==> src/verilog/dmd_pkg.sv <==
// Constants, types and helper functions for the DMA channel mode decoder.
package dmd_pkg;
    localparam int NUM_CH = 4;
    localparam int EXT_CH_LAST = 1;
    localparam logic [7:0] ADDR_CTL0 = 8'h00;
    localparam logic [7:0] ADDR_CTL_LAST = 8'h0C;
    localparam logic [7:0] ADDR_MODE = 8'h10;
    localparam logic [7:0] ADDR_STATUS = 8'h14;
    localparam int ADDR_IDX_HI = 3;
    localparam int ADDR_IDX_LO = 2;
    localparam int BIT_DEST_WAIT = 24;
    localparam int RSV_HI = 23;
    localparam int RSV_LO = 20;
    localparam int BIT_SAMPLE = 19;
    localparam int BIT_ACC_POL = 18;
    localparam int BIT_ACK_TIM = 17;
    localparam int BIT_ACK_POL = 16;
    localparam int DM_HI = 15;
    localparam int DM_LO = 14;
    localparam int SM_HI = 13;
    localparam int SM_LO = 12;
    localparam int RS_HI = 11;
    localparam int RS_LO = 8;
    localparam int BIT_BURST = 7;
    localparam int TS_HI = 6;
    localparam int TS_LO = 4;
    localparam int BIT_TE = 1;
    localparam int BIT_DE = 0;
    localparam int BIT_MODE_OD = 0;
    localparam logic [31:0] CTL_RESET = 32'h0000_0000;
    localparam logic [31:0] CTL_WMASK_EXT = 32'hFF0F_FFF5;
    localparam logic [31:0] CTL_WMASK_INT = 32'hFF0A_FFF5;
    localparam logic [1:0] AM_FIXED = 2'h0;
    localparam logic [1:0] AM_INC = 2'h1;
    localparam logic [1:0] AM_DEC = 2'h2;
    localparam logic [3:0] RS_EXT_DUAL = 4'h0;
    localparam logic [3:0] RS_EXT_MEM2DEV = 4'h2;
    localparam logic [3:0] RS_EXT_DEV2MEM = 4'h3;
    localparam logic [3:0] RS_AUTO_MM = 4'h4;
    localparam logic [3:0] RS_AUTO_MP = 4'h5;
    localparam logic [3:0] RS_AUTO_PM = 4'h6;
    localparam logic [3:0] RS_SER_TX = 4'h8;
    localparam logic [3:0] RS_SER_RX = 4'h9;
    localparam logic [3:0] RS_FIFO_TX = 4'hA;
    localparam logic [3:0] RS_FIFO_RX = 4'hB;
    localparam logic [3:0] RS_TMR_MM = 4'hC;
    localparam logic [3:0] RS_TMR_MP = 4'hD;
    localparam logic [3:0] RS_TMR_PM = 4'hE;
    localparam logic [2:0] TS_QUAD = 3'h0;
    localparam logic [2:0] TS_BYTE = 3'h1;
    localparam logic [2:0] TS_WORD = 3'h2;
    localparam logic [2:0] TS_LONG = 3'h3;
    localparam logic [2:0] TS_BLOCK = 3'h4;
    localparam logic [7:0] STEP_QUAD = 8'h08;
    localparam logic [7:0] STEP_BYTE = 8'h01;
    localparam logic [7:0] STEP_WORD = 8'h02;
    localparam logic [7:0] STEP_LONG = 8'h04;
    localparam logic [7:0] STEP_BLOCK = 8'h20;
    localparam logic [7:0] STEP_NONE = 8'h00;
    localparam logic [3:0] LOAD_INC_MODES = {AM_INC, AM_INC};

    typedef struct packed {
        logic [3:0][31:0] ctl;
        logic ondemand;
        logic rsp;
        logic [31:0] rdata;
        logic [3:0] sync1;
        logic [3:0] sync2;
        logic [3:0] prev;
        logic [3:0] req;
        logic [3:0] ack;
        logic [3:0] accepted;
        logic [3:0] area6;
        logic [3:0] burst_level;
        logic [3:0] burst_edge;
        logic [3:0][7:0] dstep;
        logic [3:0][7:0] sstep;
    } dmd_state_t;

    function automatic logic [7:0] dmd_unit(input logic [2:0] ts);
        logic [7:0] u;
        u = STEP_NONE;
        case (ts)
            TS_QUAD: u = STEP_QUAD;
            TS_BYTE: u = STEP_BYTE;
            TS_WORD: u = STEP_WORD;
            TS_LONG: u = STEP_LONG;
            TS_BLOCK: u = STEP_BLOCK;
            default: u = STEP_NONE;
        endcase
        return u;
    endfunction : dmd_unit

    // Signed step; a prohibited code or an ignored field moves nothing.
    function automatic logic [7:0] dmd_step(input logic [1:0] md, input logic [2:0] ts,
                                            input logic ignore);
        logic [7:0] s;
        s = STEP_NONE;
        if (!ignore) begin
            if (md == AM_INC) begin
                s = dmd_unit(ts);
            end else if (md == AM_DEC) begin
                s = STEP_NONE - dmd_unit(ts);
            end
        end
        return s;
    endfunction : dmd_step

    function automatic logic dmd_is_ext(input logic [3:0] rs);
        return (rs == RS_EXT_DUAL) || (rs == RS_EXT_MEM2DEV) || (rs == RS_EXT_DEV2MEM);
    endfunction : dmd_is_ext
endpackage : dmd_pkg

==> src/verilog/dmd_channel_decode.sv <==
// Four-channel DMA control register file with request, acknowledge and step decoding.
`timescale 1ns/10ps
module dmd_channel_decode #(
    parameter bit P_OD_ACK_CH0 = 1'b1
) (
    input wire logic i_clk,
    input wire logic i_rst_b,
    input wire logic [7:0] i_avs_address,
    input wire logic i_avs_read,
    input wire logic i_avs_write,
    input wire logic [31:0] i_avs_writedata,
    input wire logic [3:0] i_avs_byteenable,
    output logic [31:0] o_avs_readdata,
    output logic o_avs_waitrequest,
    input wire logic [3:0] i_ext_request_pin_b,
    input wire logic i_serial1_tx_empty,
    input wire logic i_serial1_rx_full,
    input wire logic i_serial2_fifo_tx_empty,
    input wire logic i_serial2_fifo_rx_full,
    input wire logic i_timer2_capture,
    input wire logic [3:0] i_accept,
    input wire logic [3:0] i_chan_busy,
    input wire logic i_read_cycle,
    input wire logic i_write_cycle,
    input wire logic [3:0] i_transfer_end,
    input wire logic i_dtr_load,
    output logic [3:0] o_request,
    output logic [3:0] o_request_accepted_out,
    output logic [3:0] o_ack_out,
    output logic [3:0] o_dest_wait_area6,
    output logic [3:0] o_burst_level,
    output logic [3:0] o_burst_edge,
    output logic [31:0] o_dest_step,
    output logic [31:0] o_src_step,
    output logic o_on_demand_mode
);

    dmd_pkg::dmd_state_t s;
    dmd_pkg::dmd_state_t next_s;

    logic [31:0] be_mask;
    logic [31:0] wmask;
    logic [31:0] rd_word;
    logic [1:0] wr_idx;
    logic od;
    logic [3:0][3:0] code;
    logic [3:0] ext_ok;
    logic [3:0] edge_sel;
    logic [3:0] pin_req;
    logic [3:0] periph;
    logic [3:0] pol_ok;
    logic [3:0] tim_ok;
    logic [3:0] single;
    logic [3:0] raw_ack;

    assign od = s.ondemand;
    assign wr_idx = i_avs_address[dmd_pkg::ADDR_IDX_HI:dmd_pkg::ADDR_IDX_LO];
    assign be_mask = {{8{i_avs_byteenable[3]}}, {8{i_avs_byteenable[2]}},
                      {8{i_avs_byteenable[1]}}, {8{i_avs_byteenable[0]}}};

    // Every access costs exactly one wait cycle so read data always come from a flop.
    assign o_avs_waitrequest = (i_avs_read | i_avs_write) & ~s.rsp;
    assign o_avs_readdata = s.rdata;

    always_comb begin
        rd_word = 32'h0000_0000;
        if (i_avs_address >= dmd_pkg::ADDR_CTL0 && i_avs_address <= dmd_pkg::ADDR_CTL_LAST) begin
            rd_word = s.ctl[wr_idx];
        end else if (i_avs_address == dmd_pkg::ADDR_MODE) begin
            rd_word[dmd_pkg::BIT_MODE_OD] = s.ondemand;
        end else if (i_avs_address == dmd_pkg::ADDR_STATUS) begin
            rd_word[dmd_pkg::NUM_CH-1:0] = s.req;
        end else begin
            rd_word = 32'h0000_0000;
        end
    end

    always_comb begin
        next_s = s;
        wmask = 32'h0000_0000;
        code = '0;
        ext_ok = '0;
        edge_sel = '0;
        pin_req = '0;
        periph = '0;
        pol_ok = '0;
        tim_ok = '0;
        single = '0;
        raw_ack = '0;

        next_s.rsp = (i_avs_read | i_avs_write) & ~s.rsp;
        if (i_avs_read & ~s.rsp) begin
            next_s.rdata = rd_word;
        end

        // Writes land on the cycle where waitrequest is low.
        if (i_avs_write & s.rsp) begin
            if (i_avs_address >= dmd_pkg::ADDR_CTL0 &&
                i_avs_address <= dmd_pkg::ADDR_CTL_LAST) begin
                if (wr_idx <= 2'(dmd_pkg::EXT_CH_LAST)) begin
                    wmask = be_mask & dmd_pkg::CTL_WMASK_EXT;
                end else begin
                    wmask = be_mask & dmd_pkg::CTL_WMASK_INT;
                end
                next_s.ctl[wr_idx] = (s.ctl[wr_idx] & ~wmask) | (i_avs_writedata & wmask);
                // The end flag can only be cleared by software, never set.
                if (i_avs_byteenable[0] && !i_avs_writedata[dmd_pkg::BIT_TE]) begin
                    next_s.ctl[wr_idx][dmd_pkg::BIT_TE] = 1'b0;
                end
            end else if (i_avs_address == dmd_pkg::ADDR_MODE) begin
                if (i_avs_byteenable[0]) begin
                    next_s.ondemand = i_avs_writedata[dmd_pkg::BIT_MODE_OD];
                end
            end
        end

        // Hardware events are applied after the bus write so that the set wins.
        for (int c = 0; c < dmd_pkg::NUM_CH; c++) begin
            if (i_transfer_end[c]) begin
                next_s.ctl[c][dmd_pkg::BIT_TE] = 1'b1;
            end
        end
        if (od && i_dtr_load) begin
            next_s.ctl[0][dmd_pkg::DM_HI:dmd_pkg::SM_LO] = dmd_pkg::LOAD_INC_MODES;
        end

        // Only the second stage and the delayed copy feed the detectors.
        next_s.sync1 = i_ext_request_pin_b;
        next_s.sync2 = s.sync1;
        next_s.prev = s.sync2;

        for (int c = 0; c < dmd_pkg::NUM_CH; c++) begin
            code[c] = s.ctl[c][dmd_pkg::RS_HI:dmd_pkg::RS_LO];
            ext_ok[c] = dmd_pkg::dmd_is_ext(code[c]) && (od || c <= dmd_pkg::EXT_CH_LAST);
            edge_sel[c] = s.ctl[c][dmd_pkg::BIT_SAMPLE] &&
                          (od || c <= dmd_pkg::EXT_CH_LAST);
            if (edge_sel[c]) begin
                pin_req[c] = s.prev[c] & ~s.sync2[c];
            end else begin
                pin_req[c] = ~s.sync2[c];
            end
            case (code[c])
                dmd_pkg::RS_AUTO_MM: periph[c] = 1'b1;
                dmd_pkg::RS_AUTO_MP: periph[c] = 1'b1;
                dmd_pkg::RS_AUTO_PM: periph[c] = 1'b1;
                dmd_pkg::RS_SER_TX: periph[c] = i_serial1_tx_empty;
                dmd_pkg::RS_SER_RX: periph[c] = i_serial1_rx_full;
                dmd_pkg::RS_FIFO_TX: periph[c] = i_serial2_fifo_tx_empty;
                dmd_pkg::RS_FIFO_RX: periph[c] = i_serial2_fifo_rx_full;
                dmd_pkg::RS_TMR_MM: periph[c] = i_timer2_capture;
                dmd_pkg::RS_TMR_MP: periph[c] = i_timer2_capture;
                dmd_pkg::RS_TMR_PM: periph[c] = i_timer2_capture;
                default: periph[c] = 1'b0;
            endcase
            if (s.ctl[c][dmd_pkg::BIT_DE] && !s.ctl[c][dmd_pkg::BIT_TE]) begin
                next_s.req[c] = ext_ok[c] ? pin_req[c] : periph[c];
            end else begin
                next_s.req[c] = 1'b0;
            end

            next_s.burst_level[c] = ext_ok[c] & s.ctl[c][dmd_pkg::BIT_BURST] & ~edge_sel[c];
            next_s.burst_edge[c] = ext_ok[c] & s.ctl[c][dmd_pkg::BIT_BURST] & edge_sel[c];

            pol_ok[c] = !od && c <= dmd_pkg::EXT_CH_LAST;
            next_s.accepted[c] = i_accept[c] ^ (pol_ok[c] & s.ctl[c][dmd_pkg::BIT_ACC_POL]);

            if (od) begin
                tim_ok[c] = (c != 0) || P_OD_ACK_CH0;
            end else begin
                tim_ok[c] = c <= dmd_pkg::EXT_CH_LAST;
            end
            single[c] = (code[c] == dmd_pkg::RS_EXT_MEM2DEV) ||
                        (code[c] == dmd_pkg::RS_EXT_DEV2MEM);
            if (single[c]) begin
                raw_ack[c] = i_chan_busy[c] & (i_read_cycle | i_write_cycle);
            end else if (tim_ok[c] && s.ctl[c][dmd_pkg::BIT_ACK_TIM]) begin
                raw_ack[c] = i_chan_busy[c] & i_write_cycle;
            end else begin
                raw_ack[c] = i_chan_busy[c] & i_read_cycle;
            end
            next_s.ack[c] = raw_ack[c] ^ (pol_ok[c] & s.ctl[c][dmd_pkg::BIT_ACK_POL]);

            next_s.area6[c] = s.ctl[c][dmd_pkg::BIT_DEST_WAIT];
            next_s.dstep[c] = dmd_pkg::dmd_step(s.ctl[c][dmd_pkg::DM_HI:dmd_pkg::DM_LO],
                                                s.ctl[c][dmd_pkg::TS_HI:dmd_pkg::TS_LO],
                                                code[c] == dmd_pkg::RS_EXT_MEM2DEV);
            next_s.sstep[c] = dmd_pkg::dmd_step(s.ctl[c][dmd_pkg::SM_HI:dmd_pkg::SM_LO],
                                                s.ctl[c][dmd_pkg::TS_HI:dmd_pkg::TS_LO],
                                                code[c] == dmd_pkg::RS_EXT_DEV2MEM);
        end
    end

    // Control registers live on through low-power modes; only reset clears them.
    always_ff @(posedge i_clk or negedge i_rst_b) begin
        if (!i_rst_b) begin
            s <= '0;
            // Synchronisers start at the idle pin level so no false request follows reset.
            s.sync1 <= '1;
            s.sync2 <= '1;
            s.prev <= '1;
        end else begin
            s <= next_s;
        end
    end

    assign o_request = s.req;
    assign o_request_accepted_out = s.accepted;
    assign o_ack_out = s.ack;
    assign o_dest_wait_area6 = s.area6;
    assign o_burst_level = s.burst_level;
    assign o_burst_edge = s.burst_edge;
    assign o_dest_step = s.dstep;
    assign o_src_step = s.sstep;
    assign o_on_demand_mode = s.ondemand;
endmodule : dmd_channel_decode

==> config.mk <==
export PLATFORM = sky130hd
export DESIGN_NAME = dmd_channel_decode
export DESIGN_NICKNAME = d
export VERILOG_FILES = /design/src/verilog/dmd_pkg.sv /design/src/verilog/dmd_channel_decode.sv
export SDC_FILE = /design/constraint.sdc
export NUM_CORES = 1
export LEC_CHECK = 0
export BUFFER_PORTS_ARGS = -buffer_cell sky130_fd_sc_hd__buf_2
export CAP_MARGIN = 10
export CORE_MARGIN = 1
export CORE_UTILIZATION = 50
export CTS_BUF_LIST = sky130_fd_sc_hd__clkbuf_4 sky130_fd_sc_hd__clkbuf_8
export DETAILED_ROUTE_END_ITERATION = 6
export PLACE_DENSITY_LB_ADDON = 0.2
export RECOVER_POWER = 100
export SLEW_MARGIN = 10
export SYNTH_ARGS = -nofsm -noshare
export SYNTH_HDL_FRONTEND = slang
export SYNTH_SLANG_ARGS = --single-unit
==> constraint.sdc <==
create_clock -name i_clk -period 4.1 [get_ports i_clk]
set_input_delay 0 -clock i_clk [delete_from_list [all_inputs] [get_ports i_clk]]
set_output_delay 0 -clock i_clk [all_outputs]
set_load 0.01 [all_outputs]
==> results of run 1 <==
## final timing paths
| kind | startpoint | to | slack (ns) | cells past startpoint |
|---|---|---|---|---|
| max reg2reg | s[132] | o_avs_readdata[9] | 0.72 | 4 |
| min | i_avs_byteenable[0] | s[173] | 0.05 | 4 |
| max in group asynchronous | i_rst_b | o_src_step[16] | 1.15 | 3 |
| min in group asynchronous | i_rst_b | s[192] | 0.88 | 2 |
| min reg2reg | next_s[92] | next_s[88] | 0.36 | 0 |
| max | i_avs_address[3] | s[203] | 0.71 | 8 |
## cell type report
class / count / area (um^2) / share of cell area, %
flip-flops and latches: 262 / 6570 / 47.2
multi-input cells: 673 / 4290 / 30.8
repair buffers: 279 / 1650 / 11.9
clock buffers: 72 / 878 / 6.31
well taps: 319 / 399 / 2.87
clock inverters: 11 / 92.6 / 0.665
inverters: 13 / 48.8 / 0.350
## worst reg2reg max path, cell delays in order (launching register included)
cell,delay (ns)
dfrtp_1,0.40
nand2b_2,0.19
nor4_1,1.83
a32o_1,0.34
dlygate4sd3_1,0.55
## stage by stage
stage | util, % | setup slack (ns) | std cells | area [um^2] | power, W
after floorplan | - | 2.38 | 1157 | 12200 | 0.00362
after global placement | 52.6 | 1.78 | 1471 | 12400 | 0.00384
after detailed placement | 52.6 | 1.77 | 1471 | 12400 | 0.00386
after CTS | 59.8 | 1.07 | 1629 | 14200 | 0.00641
after global routing | 58.8 | 0.532 | 1629 | 13900 | 0.00664
final | 58.8 | 0.714 | 1629 | 13900 | 0.00634
## metal layers
layer / track usage [%] / routed length (um) / vias to the layer above
met5: 0 / 0 / -
met4: 10.2 / 969 / 0
met3: 4.79 / 1870 / 77
met2: 40.5 / 14500 / 312
met1: 33.2 / 13200 / 4291
li1: - / - / 4106
## cell families after synthesis
kind of cell,count (synthesis)
and+or+nand+nor,340
DFF,262
AOI/OAI and AO/OA,231
buffers and inverters,222
muxes,84
xor gates and xnor gates,14
adders and majority gates,4
## synth_stat cells (2+ instances only)
library cell	number	area share, %
inv_1	11	0.34
and3_1	6	0.31
mux2_1	2	0.18
a21oi_1	131	5.4
xor2_1	4	0.29
o21ai_0	21	0.86
buf_2	22	0.90
a31oi_1	8	0.41
mux2_2	3	0.28
dfstp_2	12	2.6
and4_1	2	0.14
nor2b_1	24	1.2
o2111ai_1	2	0.14
or3_1	4	0.21
nand2_1	60	1.8
mux4_2	20	3.7
nor3_1	19	0.78
buf_4	121	7.4
or3b_2	4	0.29
nor4_4	3	0.52
nor3_2	2	0.16
o211ai_1	2	0.12
a32o_1	14	1.1
a22oi_1	19	1.2
a21boi_0	2	0.12
a22o_1	16	1.1
and2_1	6	0.31
nor2_1	154	4.7
nand3b_1	7	0.43
ha_1	4	0.41
xnor2_1	10	0.72
or2_2	8	0.41
nand4_1	2	0.10
mux2i_1	59	4.8
a221oi_1	2	0.14
nand3_1	11	0.45
nor4_1	2	0.10
dfrtp_1	250	51
nor3b_1	2	0.12
clkbuf_1	66	2.0
and3b_1	4	0.29
nand2b_1	17	0.87
o22ai_1	12	0.62
## power by group
group / switching, W / internal, W
combinational: 0.000514 / 0.000367
clock: 0.00107 / 0.00143
sequential: 0.000177 / 0.00279
## sequential cells by signal, indices dropped and copies added, names as in the netlist, 2 cells and up
register,cells
o_request,4
code,16
o_dest_wait_area6,4
o_request_accepted_out,4
o_ack_out,4
o_burst_edge,4
o_dest_step,32
o_src_step,32
edge_sel,2
o_burst_level,4
s,111
o_avs_readdata,32
next_s,12
==> metrics.md, run 1 <==
| Metric | Value |
|---|---|
| Status | finished, violations left |
| Failing checks | max-capacitance violations, max-slew violations |
| Synthesis-to-finish area growth | 14.1% |
| Clock sink total | 262 |
| # DRC | 0 |
| Die X | 158 um |
| Achievable Freq | 295 MHz |
| All-Layer GR Usage | 25.0% |
| Post-synthesis compound-gate area fraction | 11.4% |
| Hold buffers post-CTS | 75 |
| Min cycle time layout | 3.39 ns |
| Slew headroom | -97.0% |
| Worst vdd ir | 290 uV |
| Root buf cell | clkbuf_8 |
| Arr. time, crit path | 3.87 ns |
| Iteration-0 DRC count of the detailed router | 389 |
| Vias in the first global route | about 8,800 |
| Clock-pin transition on the worst setup and hold timing paths | ~0.060 ns |
| CTS tree | yes |
| Most frequent cells in the layout | dfrtp_1 (250), nor2_1 (154), a21oi_1 (131) |
| Startpoint types | input port |
| Synth cell types | 50 |
| Fraction of registers with async set/reset | between 90% and 100% |
| Post-synthesis mux area share | 8.99% |
| Area of the mapped netlist | 12,200 um^2 |
| CP bufs+invs | 5 |
| Vias per std cell | ~5.4 |
| Post-synthesis area per instance | between 10 and 15 um^2 |
| Dominant synthesized flop cell | dfrtp_1 |
| Initial core utilization | between 50% and 60% |
| Hold Path Class | in2reg |
| CP Capture Type | register |
| Clock Skews | 0.0116 ns |
| Cell Chain, Critical Path | dlygate4sd3_1 > buf_2 > inv_1 > clkbuf_1 > nor4_1 > buf_4 > nor2_1 > a21oi_1 |
| Post-route ant nets | 0 |
| Syn Nets | 1,233 |
| Register bit total from synthesis | 262 |
| Critical Setup Path Class | in2reg |
| Final RePlAce weighted congestion | between 0.8 and 0.9 |
| Max Cap Violations | 3 |
| Die Ht | 158 um |
| DR vias | just under 9,000 |
| Setup Total Neg Slack | 0 ns |
| Pin count of the biggest net entering global routing | roughly 120 |
| Port Buf Inserts | between 150 and 200 |
| Clk_lat worst skew | 0.56 ns |
| Final wirelength | 30,600 um |
| Worst path slowest cell | nor4_1 |
| Commonest non-fill, non-tap cell in the layout | dfrtp_1 |
| Static leakage | 6.51 nW |
| Worst-path maximum fanout | 21 |
| Synth Area in XOR/XNOR | 1.00% |
| Final period util | 82.6% |
| Drt pass-1 iters | 5 |
| Initial antenna violation count | 0 |
| Pwr dens | ~460 nW/um^2 |
| Final setup viols | 0 |
| Synth warn | 0 |
| Delay-heaviest family, CP | buffers and inverters |
| Final Net Count | roughly 1,400 |
| Main combinational cell family by area after synthesis | simple AND/OR/NAND/NOR gates |
| Row count | 56 |
| RSZ-0062 raised after global routing | false |
| Wire length per cell | 18.8 um |
| Share of cells above drive strength 1 | 15.8% |
| CTS resizes | 0 |
| Hold_ws | 0.0547 ns |
| Fillers | 2,099 |
| Overflow after GRT | 0 |
| Area of the die | 25,000 um^2 |
| Simple-gate share of the synthesized area | 13.6% |
| First-pass GRT wire length | 47,500 um |
| Post-Syn Instances | ~1,200 |
| EDFF count, synth | 0 |
| # diodes | 0 |
| Sequential element share of the synthesized area | a little over half |
| Max clock buf depth | 3 |
| Worst-Margin Slew | 2.96 ns |
| Post-CTS Setup Inserts | 0 |
| Htree depth | 2 |
| CP max stage delay | roughly 1.7 ns |
| Total CTS buffers | 45 |
| Synth Area in Adders | 0.410% |
| Top Ports | around 190 |
| Core area | 23,700 um^2 |
| Final Hold Viols | 0 |
| Fin. max-slew vios | approximately 140 |
| Final HPWL DP | 20,400 um |
| Critical path data required time | between 4 and 5 ns |
Power figures use the tool's default switching activity.
==> run 2: changes to the inputs <==
Clock period 4.1 ns to 3.3 ns, I/O delays scaled along.
==> run 2 against run 1 <==
  * The run still ends with max-capacitance violations, max-slew violations left
  * Count of clock-buffer cells in the layout fell by 3
  * First-iteration DRC count rose by 41%
  * Critical endpoint is now o_avs_readdata[3]
  * Cell count fell by 0.18%
  * Critical path depth fell by 3
  * Power rose by 23%
==> metrics.md, run 2 (synthesis results as in run 1) <==
| Metric | Value |
|---|---|
| Status | finished, violations left |
| Worst-path maximum fanout | 32 (+52%) |
| Die Ht | 158 um (unchanged) |
| Top reg by flops | s |
| Initial antenna violation count | 1 (+1) |
| Power, Total | 0.00782 W (+23%) |
| Placed insts | 1,474 (+0.20%) |
| Switch Pwr | 0.00213 W (+21%) |
| Non-Filler Instances | 1,626 (-0.18%) |
| CTS resizes | 0 (unchanged) |
| Switching Fraction | 27.2% (-0.50 points) |
| Fillers | 2,121 (+1.0%) |
| Total CTS buffers | 43 (-4.4%) |
| Critical path data required time | 3.78 ns (-0.80 ns) |
| CP Capture Type | register |
| Synthesis-to-finish area growth | 13.9% |
| Drt pass-1 iters | 5 (unchanged) |
| Row count | 56 (unchanged) |
| CTS tree | yes |
| RSZ-0062 raised after global routing | false |
| Final RePlAce weighted congestion | 0.837 (-2.8%) |
| Initial core utilization | 51.5% (unchanged) |
| Final Net Count | 1,351 (+0.074%) |
| Largest register FFs | 111 (unchanged) |
| Vias in the first global route | 8,649 (-1.8%) |
| Worst vdd ir | 344 uV (+19%) |
| Achievable Freq | 346 MHz |
| Register area | 6570 um^2 (unchanged) |
| Cell internal pwr | 0.00569 W (+24%) |
| Pwr dens | 562 nW/um^2 (+23%) |
| All-Layer GR Usage | 25.1% (+0.081 points) |
| Worst-Margin Slew | 2.64 ns (-0.316 ns) |
| Clock-pin transition on the worst setup and hold timing paths | 0.06 ns (about the same) |
| Sequential power share | 47.1% (+0.3 points) |
| Final setup viols | 0 (unchanged) |
| Iteration-0 DRC count of the detailed router | 547 (+41%) |
| Multi-input logic area | 4290 um^2 (about the same) |
| Root buf cell | clkbuf_8 |
| Clock sink total | 262 (unchanged) |
| Pin count of the biggest net entering global routing | 103 (-10%) |
| Clk pwr share | 38.8% (-0.5 points) |
| # diodes | 0 (unchanged) |
| Most frequent cells in the layout | dfrtp_1 (250), nor2_1 (154), a21oi_1 (131), clkbuf_1 (131), dlygate4sd3_1 (75) |
| Clk_lat worst skew | 0.56 ns (about the same) |
| Critical Setup Path Class | reg2reg |
| Final wirelength | 30,500 um (-0.28%) |
| Fin. max-slew vios | 179 (+31%) |
| Final Hold Viols | 0 (unchanged) |
| First-pass GRT wire length | 47,500 um (about the same) |
| Static leakage | 6.47 nW (-0.58%) |
| Commonest non-fill, non-tap cell in the layout | dfrtp_1 |
| Fin util | 58.7% (-0.090 points) |
| Setup Total Neg Slack | 0 ns (unchanged) |
| Arr. time, crit path | 3.37 ns (-0.50 ns) |
| Port Buf Inserts | 188 (unchanged) |
| Hold buffers post-CTS | 75 (unchanged) |
| Wire length per cell | 18.7 um (about the same) |
| Post-CTS Setup Inserts | 0 (unchanged) |
| Hold_ws | 0.0330 ns (-0.0217 ns) |
| Final period util | a little under 90% |
| DR vias | 8,768 (-0.20%) |
| Post-route ant nets | 0 (unchanged) |
| Final HPWL DP | 20,400 um (-0.28%) |
| Clock Skews | 0.0236 ns (+0.0120 ns) |
| Max clock buf depth | 3 (unchanged) |
| Share of cells above drive strength 1 | 15.4% (-0.42 points) |
| Min cycle time layout | ~2.9 ns |
| Vias per std cell | 5.39 (about the same) |
| # DRC | 0 (unchanged) |
| Logic pwr share | 14.1% (+0.2 points) |
| Area of the die | 25,000 um^2 (unchanged) |
| Htree depth | 2 (unchanged) |
| Startpoint types | register |
| Die X | 158 um (unchanged) |
| Max Cap Violations | 4 (+1) |
| Overflow after GRT | 0 (unchanged) |
| Slew headroom | -76.0% (+21 points) |
| Failing checks | max-capacitance violations, max-slew violations |
| Core area | 23,700 um^2 (unchanged) |
| Top Ports | 194 (unchanged) |
| Hold Path Class | in2reg |
-- run 2: power by group through the flow --
stage	Combinational, W	Clock (W)	Sequential, W
after global placement	0.00104	0	0.00373
after global routing	0.00123	0.00323	0.00372
final	0.00110	0.00303	0.00368
after CTS	0.00114	0.00310	0.00368
after floorplan	0.000876	0	0.00362
after detailed placement	0.00106	0	0.00373
-- run 2: worst paths after layout --
kind / slack (ns) / cells after the start / startpoint / to
max in group asynchronous: 0.80 / 3 / i_rst_b / o_avs_readdata[17]
min in group asynchronous: 0.80 / 2 / i_rst_b / s[192]
worst max register to register: 0.41 / 5 / s[132] / o_avs_readdata[3]
worst min register to register: 0.35 / 0 / next_s[92] / next_s[88]
worst min-delay path: 0.03 / 3 / i_avs_byteenable[1] / code[9]
worst max-delay path: 0.41 / 5 / s[132] / o_avs_readdata[3]
-- run 2: through the flow --
step	setup slack [ns]	area (um^2)
global route	0.258	13900
CTS	0.617	14200
finish	0.413	13900
detailed placement	1.12	12500
global placement	1.16	12500
floorplan	1.58	12200
-- run 2: area by class of cell --
class	count	area share, %
flip-flops and latches	262	47.3
multi-input cells	673	30.8
repair buffers	282	11.9
clock buffers	69	6.02
well taps	319	2.87
clock inverters	8	0.711
inverters	13	0.351
-- run 2: layer usage --
layer  wire, um  part of all wire [%]  track usage, %
met4       1110                   3.6            10.0
met2      14100                    46            39.6
met5         13                 0.043               0
met3       2070                   6.8            5.89
met1      13100                    43            33.5
-- run 2: worst max-delay path: stages (launching register included) --
cell and delay, ns:
dfrtp_1 0.40, nand2b_2 0.32, nor4_4 0.28, clkbuf_1 1.39, a22oi_1 0.27, nand2_1 0.14
